$ cat config.mk
export PLATFORM = sky130hd
export DESIGN_NAME = ees_front
export DESIGN_NICKNAME = d
export VERILOG_FILES = /design/src/ees_pkg.sv /design/src/ees_buf2.sv /design/src/ees_front.sv
export SDC_FILE = /design/constraint.sdc
export NUM_CORES = 1
export LEC_CHECK = 0
export ABC_CLOCK_PERIOD_IN_PS = 3700
export BUFFER_PORTS_ARGS = -buffer_cell sky130_fd_sc_hd__buf_4
export CORE_MARGIN = 2
export CORE_UTILIZATION = 40
export CTS_BUF_LIST = sky130_fd_sc_hd__clkbuf_4
export DETAILED_ROUTE_END_ITERATION = 10
export GPL_TIMING_DRIVEN = 0
export PLACE_DENSITY = 0.7
export SYNTH_ARGS = -nofsm -noshare
export SYNTH_HDL_FRONTEND = slang
export SYNTH_SLANG_ARGS = --single-unit
$ cat constraint.sdc
create_clock -name mclk -period 3.7 [get_ports mclk]
set_clock_uncertainty 0.15 [all_clocks]
set_input_delay 0.37 -clock mclk [delete_from_list [all_inputs] [get_ports mclk]]
set_output_delay 0.37 -clock mclk [all_outputs]
set_load 0.01 [all_outputs]
$ cat src/ees_pkg.sv
// ---------------------------------------------------------------------------
// Shared constants and types of the select and protect front end.
// ---------------------------------------------------------------------------
package ees_pkg;

  // Width of the byte address.
  localparam int unsigned EES_ADDR_W = 16;
  // Bits in one byte.
  localparam int unsigned EES_BYTE_W = 8;
  // Strap input count.
  localparam int unsigned EES_STRAP_W = 3;
  // Fixed straps of the chip-scale variant.
  localparam logic [2:0] EES_WLCSP_STRAP = 3'h1;
  // Read/write bit value for a read.
  localparam logic EES_RW_READ = 1'b1;
  // Last data bit index.
  localparam logic [2:0] EES_LAST_BIT = 3'h7;
  // Bit count of the slot after an ack.
  localparam logic [2:0] EES_COMMIT_BIT = 3'h1;
  // Identification page size in bytes.
  localparam int unsigned EES_ID_PAGE_BYTES = 32;
  // Offset bits inside a page.
  localparam int unsigned EES_PAGE_OFS_W = $clog2(EES_ID_PAGE_BYTES);
  // Write buffer depth.
  localparam int unsigned EES_BUF_DEPTH = 2;
  // Buffered word: page flag, address, data.
  localparam int unsigned EES_WR_W = 1 + EES_ADDR_W + EES_BYTE_W;

  // ---------------------------------------------------------------------------
  // Layout of the synchroniser vector.
  // ---------------------------------------------------------------------------
  localparam int unsigned EES_SYNC_W    = 7;
  localparam int unsigned EES_SY_SCL    = 0;
  localparam int unsigned EES_SY_SDA    = 1;
  localparam int unsigned EES_SY_STRAP  = 2;
  localparam int unsigned EES_SY_WP     = 5;
  localparam int unsigned EES_SY_POR    = 6;
  // Reset: lines idle high, power-on reset active.
  localparam logic [6:0] EES_SYNC_RST = 7'h43;

  // Protocol phases of the slave.
  typedef enum logic [2:0] {
    ST_IDLE,
    ST_DEVSEL,
    ST_ADDR_HI,
    ST_ADDR_LO,
    ST_WDATA,
    ST_RDATA,
    ST_IGNORE
  } ees_state_t;

endpackage : ees_pkg
$ cat src/ees_buf2.sv
`timescale 1ns/1ps
// ---------------------------------------------------------------------------
// Small ring buffer with valid and ready on both sides.
// ---------------------------------------------------------------------------
module ees_buf2
  import ees_pkg::*;
#(
  parameter int unsigned WIDTH = EES_WR_W,
  parameter int unsigned DEPTH = EES_BUF_DEPTH
)
(
  input  wire logic             mclk,      // System clock.
  input  wire logic             resetn,    // Asynchronous reset, active low.
  input  wire logic             in_valid,  // Source offers a word.
  output logic                  in_ready,  // Buffer has room.
  input  wire logic [WIDTH-1:0] in_data,   // Word from the source.
  output logic                  out_valid, // Buffer holds a word.
  input  wire logic             out_ready, // Sink takes the word.
  output logic      [WIDTH-1:0] out_data   // Oldest word.
);

  localparam int unsigned PW = $clog2(DEPTH);

  // Pointers wrap only for a power of two.
  generate
    if (DEPTH < 2 || (DEPTH & (DEPTH - 1)) != 0)
    begin : g_bad_depth
      $error("ees_buf2: DEPTH must be a power of two of at least 2");
    end
  endgenerate

  logic [WIDTH-1:0] mem_ff [DEPTH];  // Storage entries.
  logic [PW-1:0]    wr_ptr_ff;       // Next entry to fill.
  logic [PW-1:0]    rd_ptr_ff;       // Oldest entry.
  logic [PW:0]      count_ff;        // Entries in use.
  logic             push;            // A word enters this cycle.
  logic             pop;             // A word leaves this cycle.

  assign in_ready  = (count_ff != (PW+1)'(DEPTH));
  assign out_valid = (count_ff != '0);
  assign push      = in_valid & in_ready;
  assign pop       = out_valid & out_ready;
  assign out_data  = mem_ff[rd_ptr_ff];

  // Store a word; the array needs no reset.
  always_ff @(posedge mclk)
  begin
    if (push)
    begin
      mem_ff[wr_ptr_ff] <= in_data;
    end
  end

  // Move the pointers and the fill count.
  always_ff @(posedge mclk or negedge resetn)
  begin
    if (!resetn)
    begin
      wr_ptr_ff <= '0;
      rd_ptr_ff <= '0;
      count_ff  <= '0;
    end
    else
    begin
      if (push)
      begin
        wr_ptr_ff <= wr_ptr_ff + PW'(1);
      end
      if (pop)
      begin
        rd_ptr_ff <= rd_ptr_ff + PW'(1);
      end
      if (push && !pop)
      begin
        count_ff <= count_ff + (PW+1)'(1);
      end
      else if (pop && !push)
      begin
        count_ff <= count_ff - (PW+1)'(1);
      end
    end
  end

endmodule : ees_buf2

$ cat src/ees_front.sv
`timescale 1ns/1ps
// Behaviour
// - Shift bits only on serial clock edges.
// - Drive data line low only, else release.
// - Straps give expected select bits b3..b1.
// - Open strap input reads as zero.
// - Chip-scale variant uses fixed straps 001.
// - Select matches only when all three equal.
// - Select byte: type, enables, R/W; MSB first.
// - Write protect high blocks all array writes.
// - Open write protect reads low, writes allowed.
// - Protected: ack select and address, nack data.
// - First address byte holds b15..b8, MSB first.
// - Ignore everything while power-on reset active.
// - Power-on reset again: reset, stop responding.
// - Extra 32-byte page, read-only once locked.
// - Read/write bit: one reads, zero writes.
// - Select mismatch: no ack, back to standby.
// - Two address bytes, high first, select byte.
module ees_front
  import ees_pkg::*;
#(
  parameter bit         WLCSP         = 1'b0, // Chip-scale variant.
  parameter bit         HAS_ID_PAGE   = 1'b1, // Identification page fitted.
  parameter logic [3:0] MEM_TYPE_CODE = 4'h5, // Arbitrary value.
  parameter logic [3:0] ID_TYPE_CODE  = 4'h6, // Arbitrary value.
  parameter int unsigned BUF_DEPTH    = EES_BUF_DEPTH
)
(
  input  wire logic                   mclk,              // System clock.
  input  wire logic                   resetn,            // Async reset, low.
  input  wire logic                   scl_in,            // Serial clock pin.
  input  wire logic                   sda_in,            // Serial data level.
  output logic                        sda_out,           // Always low.
  output logic                        sda_oe,            // Pull data low.
  input  wire logic [EES_STRAP_W-1:0] select_strap_pins, // Chip enables.
  input  wire logic                   write_protect_in,  // High blocks.
  input  wire logic                   por_active,        // Supply too low.
  output logic                        wr_valid,          // Write word ready.
  input  wire logic                   wr_ready,          // Array takes word.
  output logic      [EES_ADDR_W-1:0]  wr_addr,           // Write address.
  output logic      [EES_BYTE_W-1:0]  wr_data,           // Write data.
  output logic                        wr_id_page,        // Targets id page.
  output logic                        wr_commit,         // Start write cycle.
  input  wire logic [EES_BYTE_W-1:0]  rd_data_in,        // Byte at rd_addr.
  output logic      [EES_ADDR_W-1:0]  rd_addr,           // Read address.
  output logic                        rd_id_page,        // Reads id page.
  output logic                        rd_strobe,         // Byte fetched.
  input  wire logic                   lock_cmd,          // Lock id page.
  input  wire logic                   id_lock_nv,        // Stored lock state.
  output logic                        id_locked,         // Id page locked.
  output logic                        busy               // Device selected.
);

  // ---------------------------------------------------------------------------
  // Parameter checks.
  // ---------------------------------------------------------------------------
  generate
    if (BUF_DEPTH < 2)
    begin : g_bad_buf
      $error("ees_front: BUF_DEPTH must be at least 2");
    end
  endgenerate

  // ---------------------------------------------------------------------------
  // Input synchronisers and edge detection.
  // ---------------------------------------------------------------------------
  logic [EES_SYNC_W-1:0]  sync1_ff;     // First stage, read only by second.
  logic [EES_SYNC_W-1:0]  sync2_ff;     // Second stage, safe to use.
  logic                   scl_d_ff;     // Serial clock one cycle back.
  logic                   sda_d_ff;     // Serial data one cycle back.
  logic                   scl_s;        // Synchronised serial clock.
  logic                   sda_s;        // Synchronised serial data.
  logic [EES_STRAP_W-1:0] strap_s;      // Synchronised strap pins.
  logic                   wp_s;         // Synchronised write protect.
  logic                   por_s;        // Synchronised power-on reset.
  logic                   scl_rise;     // Serial clock rose.
  logic                   scl_fall;     // Serial clock fell.
  logic                   start_det;    // Start condition seen.
  logic                   stop_det;     // Stop condition seen.

  // Every pin passes two flip-flops first.
  always_ff @(posedge mclk or negedge resetn)
  begin
    if (!resetn)
    begin
      sync1_ff <= EES_SYNC_RST;
      sync2_ff <= EES_SYNC_RST;
    end
    else
    begin
      sync1_ff <= {por_active, write_protect_in, select_strap_pins,
                   sda_in, scl_in};
      sync2_ff <= sync1_ff;
    end
  end

  // Previous line levels, for edges.
  always_ff @(posedge mclk or negedge resetn)
  begin
    if (!resetn)
    begin
      scl_d_ff <= 1'b1;
      sda_d_ff <= 1'b1;
    end
    else
    begin
      scl_d_ff <= scl_s;
      sda_d_ff <= sda_s;
    end
  end

  assign scl_s    = sync2_ff[EES_SY_SCL];
  assign sda_s    = sync2_ff[EES_SY_SDA];
  assign strap_s  = sync2_ff[EES_SY_STRAP +: EES_STRAP_W];
  assign wp_s     = sync2_ff[EES_SY_WP];
  assign por_s    = sync2_ff[EES_SY_POR];
  // The serial clock is the only timing reference for every bit.
  assign scl_rise = scl_s & ~scl_d_ff;
  assign scl_fall = ~scl_s & scl_d_ff;
  // Data moving while the clock is high: Start, Stop.
  assign start_det = scl_s & scl_d_ff & sda_d_ff & ~sda_s;
  assign stop_det  = scl_s & scl_d_ff & ~sda_d_ff & sda_s;

  // ---------------------------------------------------------------------------
  // Protocol state and byte decoding.
  // ---------------------------------------------------------------------------
  ees_state_t             state_ff;     // Current protocol phase.
  ees_state_t             after_ff;     // Phase after the ack slot.
  ees_state_t             dec_state;    // Phase chosen for a full byte.
  ees_state_t             nxt_state;    // Phase taken at end of ack slot.
  logic [2:0]             bit_cnt_ff;   // Data bits taken in this byte.
  logic [EES_BYTE_W-1:0]  shift_ff;     // Received bits, MSB first.
  logic [EES_BYTE_W-1:0]  tx_ff;        // Byte being sent to the master.
  logic [EES_ADDR_W-1:0]  addr_ff;      // Byte address counter.
  logic                   ack_phase_ff; // In the ninth bit of a byte.
  logic                   ack_live_ff;  // Ninth clock low phase reached.
  logic                   ack_ok_ff;    // Acknowledge this byte.
  logic                   mack_ff;      // Master acked our byte.
  logic                   id_sel_ff;    // Identification page selected.
  logic                   wr_any_ff;    // A byte was taken this frame.
  logic                   lock_ff;      // Lock done since reset.
  logic [EES_BYTE_W-1:0]  byte_in;      // Byte completed at this edge.
  logic [EES_STRAP_W-1:0] strap_exp;    // Expected chip enable bits.
  logic                   type_mem;     // Type field names the array.
  logic                   type_id;      // Type field names the id page.
  logic                   dev_match;    // Chip enable bits agree.
  logic                   dec_ack;      // Ack decision for the byte.
  logic                   dec_push;     // Byte goes into the buffer.
  logic                   active;       // A frame is addressing us.
  logic                   byte_done;    // Eighth data bit sampled.
  logic                   ack_start;    // Ack slot begins.
  logic                   ack_end;      // Ack slot ends.
  logic                   load_tx;      // Fetch a byte to send.
  logic                   buf_ready;    // Buffer has room.

  // An open strap pad is pulled down and reads 0;
  // the chip-scale variant uses fixed straps.
  assign strap_exp = WLCSP ? EES_WLCSP_STRAP : strap_s;
  assign id_locked = lock_ff | id_lock_nv;
  assign active    = !por_s && !start_det && !stop_det &&
                     state_ff != ST_IDLE && state_ff != ST_IGNORE;
  assign byte_done = active & scl_rise & ~ack_phase_ff &
                     (bit_cnt_ff == EES_LAST_BIT);
  assign ack_start = active & scl_fall & ack_phase_ff & ~ack_live_ff;
  assign ack_end   = active & scl_fall & ack_live_ff;
  // A read goes on while the master acks.
  assign nxt_state = (state_ff == ST_RDATA && !mack_ff) ? ST_IGNORE
                                                        : after_ff;
  assign load_tx   = ack_end & (nxt_state == ST_RDATA);
  assign busy      = (state_ff != ST_IDLE) && (state_ff != ST_IGNORE);

  // Decide what a completed byte means in the current phase.
  always_comb
  begin
    byte_in   = {shift_ff[EES_BYTE_W-2:0], sda_s};
    dev_match = (byte_in[3:1] == strap_exp);
    type_mem  = (byte_in[7:4] == MEM_TYPE_CODE);
    type_id   = HAS_ID_PAGE && (byte_in[7:4] == ID_TYPE_CODE);
    dec_state = ST_IGNORE;
    dec_ack   = 1'b0;
    dec_push  = 1'b0;
    case (state_ff)
      ST_DEVSEL:
      begin
        // A mismatch gives no ack and leaves the bus alone.
        if ((type_mem || type_id) && dev_match)
        begin
          dec_ack   = 1'b1;
          dec_state = (byte_in[0] == EES_RW_READ) ? ST_RDATA
                                                   : ST_ADDR_HI;
        end
      end
      ST_ADDR_HI:
      begin
        // Address bytes are acked even under write protect.
        dec_ack   = 1'b1;
        dec_state = ST_ADDR_LO;
      end
      ST_ADDR_LO:
      begin
        dec_ack   = 1'b1;
        dec_state = ST_WDATA;
      end
      ST_WDATA:
      begin
        // Protect, a locked page or a full buffer refuse the byte.
        dec_state = ST_WDATA;
        dec_push  = !wp_s && !(id_sel_ff && id_locked) &&
                    buf_ready;
        dec_ack   = dec_push;
      end
      ST_RDATA:
      begin
        // The master acks our bytes; we only release the line.
        dec_state = ST_RDATA;
      end
      default:
      begin
        dec_state = ST_IGNORE;
      end
    endcase
  end

  // Phase, bit count and ack slot tracking.
  always_ff @(posedge mclk or negedge resetn)
  begin
    if (!resetn)
    begin
      state_ff     <= ST_IDLE;
      after_ff     <= ST_IDLE;
      bit_cnt_ff   <= '0;
      ack_phase_ff <= 1'b0;
      ack_live_ff  <= 1'b0;
      ack_ok_ff    <= 1'b0;
    end
    else if (por_s || stop_det)
    begin
      // Power-on reset holds the slave in standby.
      state_ff     <= ST_IDLE;
      bit_cnt_ff   <= '0;
      ack_phase_ff <= 1'b0;
      ack_live_ff  <= 1'b0;
    end
    else if (start_det)
    begin
      // A Start, repeated or not, reopens device selection unless power-on reset is active.
      state_ff     <= ST_DEVSEL;
      bit_cnt_ff   <= '0;
      ack_phase_ff <= 1'b0;
      ack_live_ff  <= 1'b0;
    end
    else if (active && scl_rise && !ack_phase_ff)
    begin
      if (byte_done)
      begin
        bit_cnt_ff   <= '0;
        ack_phase_ff <= 1'b1;
        ack_ok_ff    <= dec_ack;
        after_ff     <= dec_state;
      end
      else
      begin
        bit_cnt_ff <= bit_cnt_ff + 3'h1;
      end
    end
    else if (ack_start)
    begin
      ack_live_ff <= 1'b1;
    end
    else if (ack_end)
    begin
      ack_phase_ff <= 1'b0;
      ack_live_ff  <= 1'b0;
      state_ff     <= nxt_state;
    end
  end

  // Bits shift in MSB first; the master's ack is sampled.
  always_ff @(posedge mclk or negedge resetn)
  begin
    if (!resetn)
    begin
      shift_ff <= '0;
      mack_ff  <= 1'b0;
    end
    else if (active && scl_rise)
    begin
      if (!ack_phase_ff)
      begin
        shift_ff <= byte_in;
      end
      else if (state_ff == ST_RDATA)
      begin
        mack_ff <= ~sda_s;
      end
    end
  end

  // Address counter: loaded high byte first, stepped per data byte.
  always_ff @(posedge mclk or negedge resetn)
  begin
    if (!resetn)
    begin
      addr_ff   <= '0;
      id_sel_ff <= 1'b0;
    end
    else if (byte_done && state_ff == ST_DEVSEL && dec_ack)
    begin
      id_sel_ff <= type_id;
    end
    else if (byte_done && state_ff == ST_ADDR_HI)
    begin
      addr_ff[15:8] <= byte_in;
    end
    else if (byte_done && state_ff == ST_ADDR_LO)
    begin
      addr_ff[7:0] <= byte_in;
    end
    else if ((byte_done && dec_push) || (load_tx && id_sel_ff))
    begin
      // Writes and page reads roll over inside their page.
      addr_ff[EES_PAGE_OFS_W-1:0] <= addr_ff[EES_PAGE_OFS_W-1:0] +
                                     EES_PAGE_OFS_W'(1);
    end
    else if (load_tx)
    begin
      addr_ff <= addr_ff + EES_ADDR_W'(1);
    end
  end

  // Data line driver: it only ever pulls low.
  always_ff @(posedge mclk or negedge resetn)
  begin
    if (!resetn)
    begin
      sda_oe <= 1'b0;
      tx_ff  <= '0;
    end
    else if (!active)
    begin
      sda_oe <= 1'b0;
    end
    else if (ack_start)
    begin
      sda_oe <= ack_ok_ff;
    end
    else if (ack_end)
    begin
      // Put the first bit of a fetched byte out, or let go.
      sda_oe <= load_tx & ~rd_data_in[EES_BYTE_W-1];
      if (load_tx)
      begin
        tx_ff <= rd_data_in;
      end
    end
    else if (scl_fall && state_ff == ST_RDATA && !ack_phase_ff)
    begin
      sda_oe <= ~tx_ff[~bit_cnt_ff];
    end
  end

  assign sda_out    = 1'b0;
  assign rd_addr    = addr_ff;
  assign rd_id_page = id_sel_ff;

  // ---------------------------------------------------------------------------
  // Write path, commit pulse and page lock.
  // ---------------------------------------------------------------------------
  // Commit only for a Stop right after a data byte's ack slot.
  always_ff @(posedge mclk or negedge resetn)
  begin
    if (!resetn)
    begin
      wr_any_ff <= 1'b0;
      wr_commit <= 1'b0;
      rd_strobe <= 1'b0;
    end
    else
    begin
      wr_commit <= stop_det && !por_s && wr_any_ff &&
                   state_ff == ST_WDATA && !ack_phase_ff &&
                   bit_cnt_ff == EES_COMMIT_BIT;
      rd_strobe <= load_tx;
      if (por_s || start_det || stop_det)
      begin
        wr_any_ff <= 1'b0;
      end
      else if (byte_done && dec_push)
      begin
        wr_any_ff <= 1'b1;
      end
    end
  end

  // Once locked the page stays read-only until resetn clears it; power-on reset leaves it set.
  always_ff @(posedge mclk or negedge resetn)
  begin
    if (!resetn)
    begin
      lock_ff <= 1'b0;
    end
    else if (lock_cmd && HAS_ID_PAGE)
    begin
      lock_ff <= 1'b1;
    end
  end

  // Accepted bytes wait here so an array stall loses none.
  ees_buf2 #(
    .WIDTH (EES_WR_W),
    .DEPTH (BUF_DEPTH)
  ) u_wr_buf (
    .mclk      (mclk),
    .resetn    (resetn),
    .in_valid  (byte_done & dec_push),
    .in_ready  (buf_ready),
    .in_data   ({id_sel_ff, addr_ff, byte_in}),
    .out_valid (wr_valid),
    .out_ready (wr_ready),
    .out_data  ({wr_id_page, wr_addr, wr_data})
  );

endmodule : ees_front

==> results.json <==
{
  "hold_violation_total_from_the_final_report": 0,
  "final_common_cell": "buf_4",
  "period_share_pct": 87.6,
  "maxCapViolations": 0,
  "post_synth.cell_area_avg_um2": 13.4,
  "timing.critical_path.required_ps": 3770,
  "grt_first_pass_wirelength_mm": 17.3,
  "cp_data_arrival_time_ps": 3320,
  "design.final.nets": 522,
  "grt_start_max_net_pins": 71,
  "rsz0062_at_grt": "no",
  "synth_warnings": 0,
  "ys_dominant_reg_cell": "dfrtp_1",
  "met3RoutedLength_um": 706,
  "top_layer_used": "met4",
  "synthDistinctLibCells": 65,
  "crit_path_start_kind": "register",
  "worst_setup_hold_path_clk_slew_ps": 90,
  "finalSetupViolations": 0,
  "synth.yosys.seq_area_share_pct": 62.0,
  "start_util_pct": 41.3,
  "netlist_instances": 392,
  "wl_per_cell_um": 15.5,
  "ys_ff_latch": 120,
  "syn-cell-area_mm2": 0.00526,
  "synth_edf_count": 50,
  "dpl_cell_area_mm2": 0.00600,
  "critPathCaptureType": "register",
  "floorplan.die_area_mm2": 0.0141,
  "fraction_of_final_layout_cells_sized_beyond_drive_strength_1_pct": 34.0,
  "fin_util_pct": 50.9,
  "setup.worst_path.class": "register to register",
  "clock_tree.buffer_depth": 2,
  "met1_length_mm": 4.63,
  "clk-insertion-delay-late_ps": 520,
  "async_reset_ff_share_pct": 58.3,
  "slew_violations": 0,
  "cts_resized": 0,
  "gp_congestion": 0.844,
  "syn2layout_area_growth_pct": 23.2,
  "cts.sink_count": 120,
  "postRouteAntennaNets": 0,
  "commonest_non_fill_non_tap_cells_in_the_layout": "buf_4, dfrtp_1, edfxtp_1",
  "dieWidth_um": 119,
  "number_of_buffers_added_on_ports": 67,
  "critical_path_peak_fanout": 17,
  "grt_util_all_layers_pct": 16.0,
  "globalRouteOverflowTotal": 0,
  "first_global_vias": 3502,
  "total_leakage_power_nw": 2.76,
  "cts-buffers-inserted": 17,
  "row_count": 41,
  "place_hpwl_mm": 7.29,
  "timing.max_slew.rel_slack_pct": 20.7,
  "ir_worst_vdd_mv": 0.357,
  "routed-via-count": 3491,
  "dr.pass1.iters": 5,
  "ioPinCount": 69,
  "whs_ps": 210,
  "layout.filler_cells": 1130,
  "timing.fmax_ghz": 0.308,
  "post_cts_setup_buffers": 0,
  "power-per-cell-area_mw_per_mm2": 380,
  "layout_min_cycle_time_ps": 3240,
  "drt_iter0_markers": 135,
  "clock-root-buffer": "clkbuf_4",
  "clock_tree.htree_level_count": 4,
  "routed_wirelength_mm": 10.6,
  "critical_path.top_delay_family": "simple AND/OR/NAND/NOR gates",
  "antennaDiodeCount": 0,
  "layout.cell_area.non_filler_mm2": 0.00648,
  "via_density_per_instance": 5.13,
  "critical_path.max_stage_delay_ps": 600,
  "grt_antenna_before_repair": 0,
  "cp_slowest_cell": "dfstp_2",
  "worstPathCellList": "nor4b_2 -> o211a_1 -> clkbuf_1 -> and2_0 -> nor2b_2 -> buf_8",
  "core-area_mm2": 0.0127,
  "remaining_drc_errors": 0,
  "met2_length_mm": 5.04,
  "die_height_um": 119,
  "worst-slew-pin-transition_ps": 1190,
  "status": "completed",
  "mappedNetlistNets": 417,
  "path_buf_inv": 2,
  "tritoncts_clock_tree": "done",
  "hp-class": "register to register"
}
==> sequential cells by signal, summed over array words and instances (netlist names), 2 cells and up <==
signal             flops
sync2_ff               7
bit_cnt_ff             3
after_ff               3
state_ff               3
tx_ff                  8
shift_ff               7
sync1_ff               7
u_wr_buf.mem_ff       50
u_wr_buf.count_ff      2
rd_addr               16
==> routing by layer <==
layer / vias to the layer above / global-route usage (%)
met3: 14 / 5.21
li1: 1663 / -
met2: 116 / 25.1
met5: - / 0
met4: 0 / 7.44
met1: 1698 / 20.0
==> through the flow <==
step	instances	power (W)	worst slack, ps	TNS, ps
after floorplan	392	0.00144	363	0
after global placement	631	0.00148	-527	-13090
after detailed placement	632	0.00148	451	0
after CTS	681	0.00250	438	0
after global routing	681	0.00256	260	0
final	681	0.00246	458	0
==> worst reg2reg max path, cell delays in order, from the launching register on <==
cell	delay, ps
dfstp_2	600
nor4b_2	440
o211a_1	220
clkbuf_1	390
and2_0	350
nor2b_2	530
buf_8	260
==> what timing repair did <==
action	CTS	global route
hold endpoints to repair	80	0
endpoints found under the setup margin	0	0
hold buffers	18	0
==> power breakdown <==
part,leakage [nW],switching (W),internal (W)
clock network,0.167,0.000447,0.000546
logic,1.22,0.0000304,0.0000329
registers,1.38,0.0000117,0.00139
total,2.76,0.000489,0.00197
==> layout make-up <==
cell class,count,area (µm²),share of cell area [%]
well taps,172,215,3.32
clock buffers,20,150,2.32
repair buffers,86,698,10.8
flip-flops and latches,120,3260,50.3
plain buffers,15,82.6,1.27
multi-input cells,245,1870,28.9
inverters,12,45.0,0.695
clock inverters,11,155,2.39
==> worst paths after layout <==
path	from	endpoint	slack [ps]	cells past startpoint
worst max-delay path	sync2_ff[0]	u_wr_buf.mem_ff[0][17]	460	6
worst min-delay path	sync1_ff[5]	sync2_ff[5]	210	0
worst max register to register	sync2_ff[0]	u_wr_buf.mem_ff[0][17]	460	6
worst min register to register	sync1_ff[5]	sync2_ff[5]	210	0
max in group asynchronous	resetn	rd_addr[12]	2460	2
min in group asynchronous	resetn	tx_ff[4]	370	2
==> synthesized netlist by cell type (7+ instances only) <==
cell type  count  area (µm²)
inv_1         12        45.0
xnor2_1       14         123
mux2_2        43         484
nand2_1       25        93.8
dfrtp_1       62        1550
nor3_1        12        60.1
clkbuf_1       7        26.3
nor2_1        22        82.6
edfxtp_1      50        1500
dfstp_2        8         210
o21ai_0       11        55.1
nand3_1       12        60.1
a21oi_1        8        40.0
==> cells by family (layout without fill, tap and decap cells) <==
kind of cell	Yosys count	count (layout)	share of synthesized area (%)
other	1	1	0.0713
XOR/XNOR	20	20	3.33
flip-flops	120	120	62.0
AO/OA/AOI/OAI	50	50	7.02
AND/OR/NAND/NOR	118	118	12.7
buffers and inverters	27	144	2.43
multiplexers	51	51	11.3
adder cells (fa/ha/maj)	5	5	1.19
(Power assumes the default switching activity.)
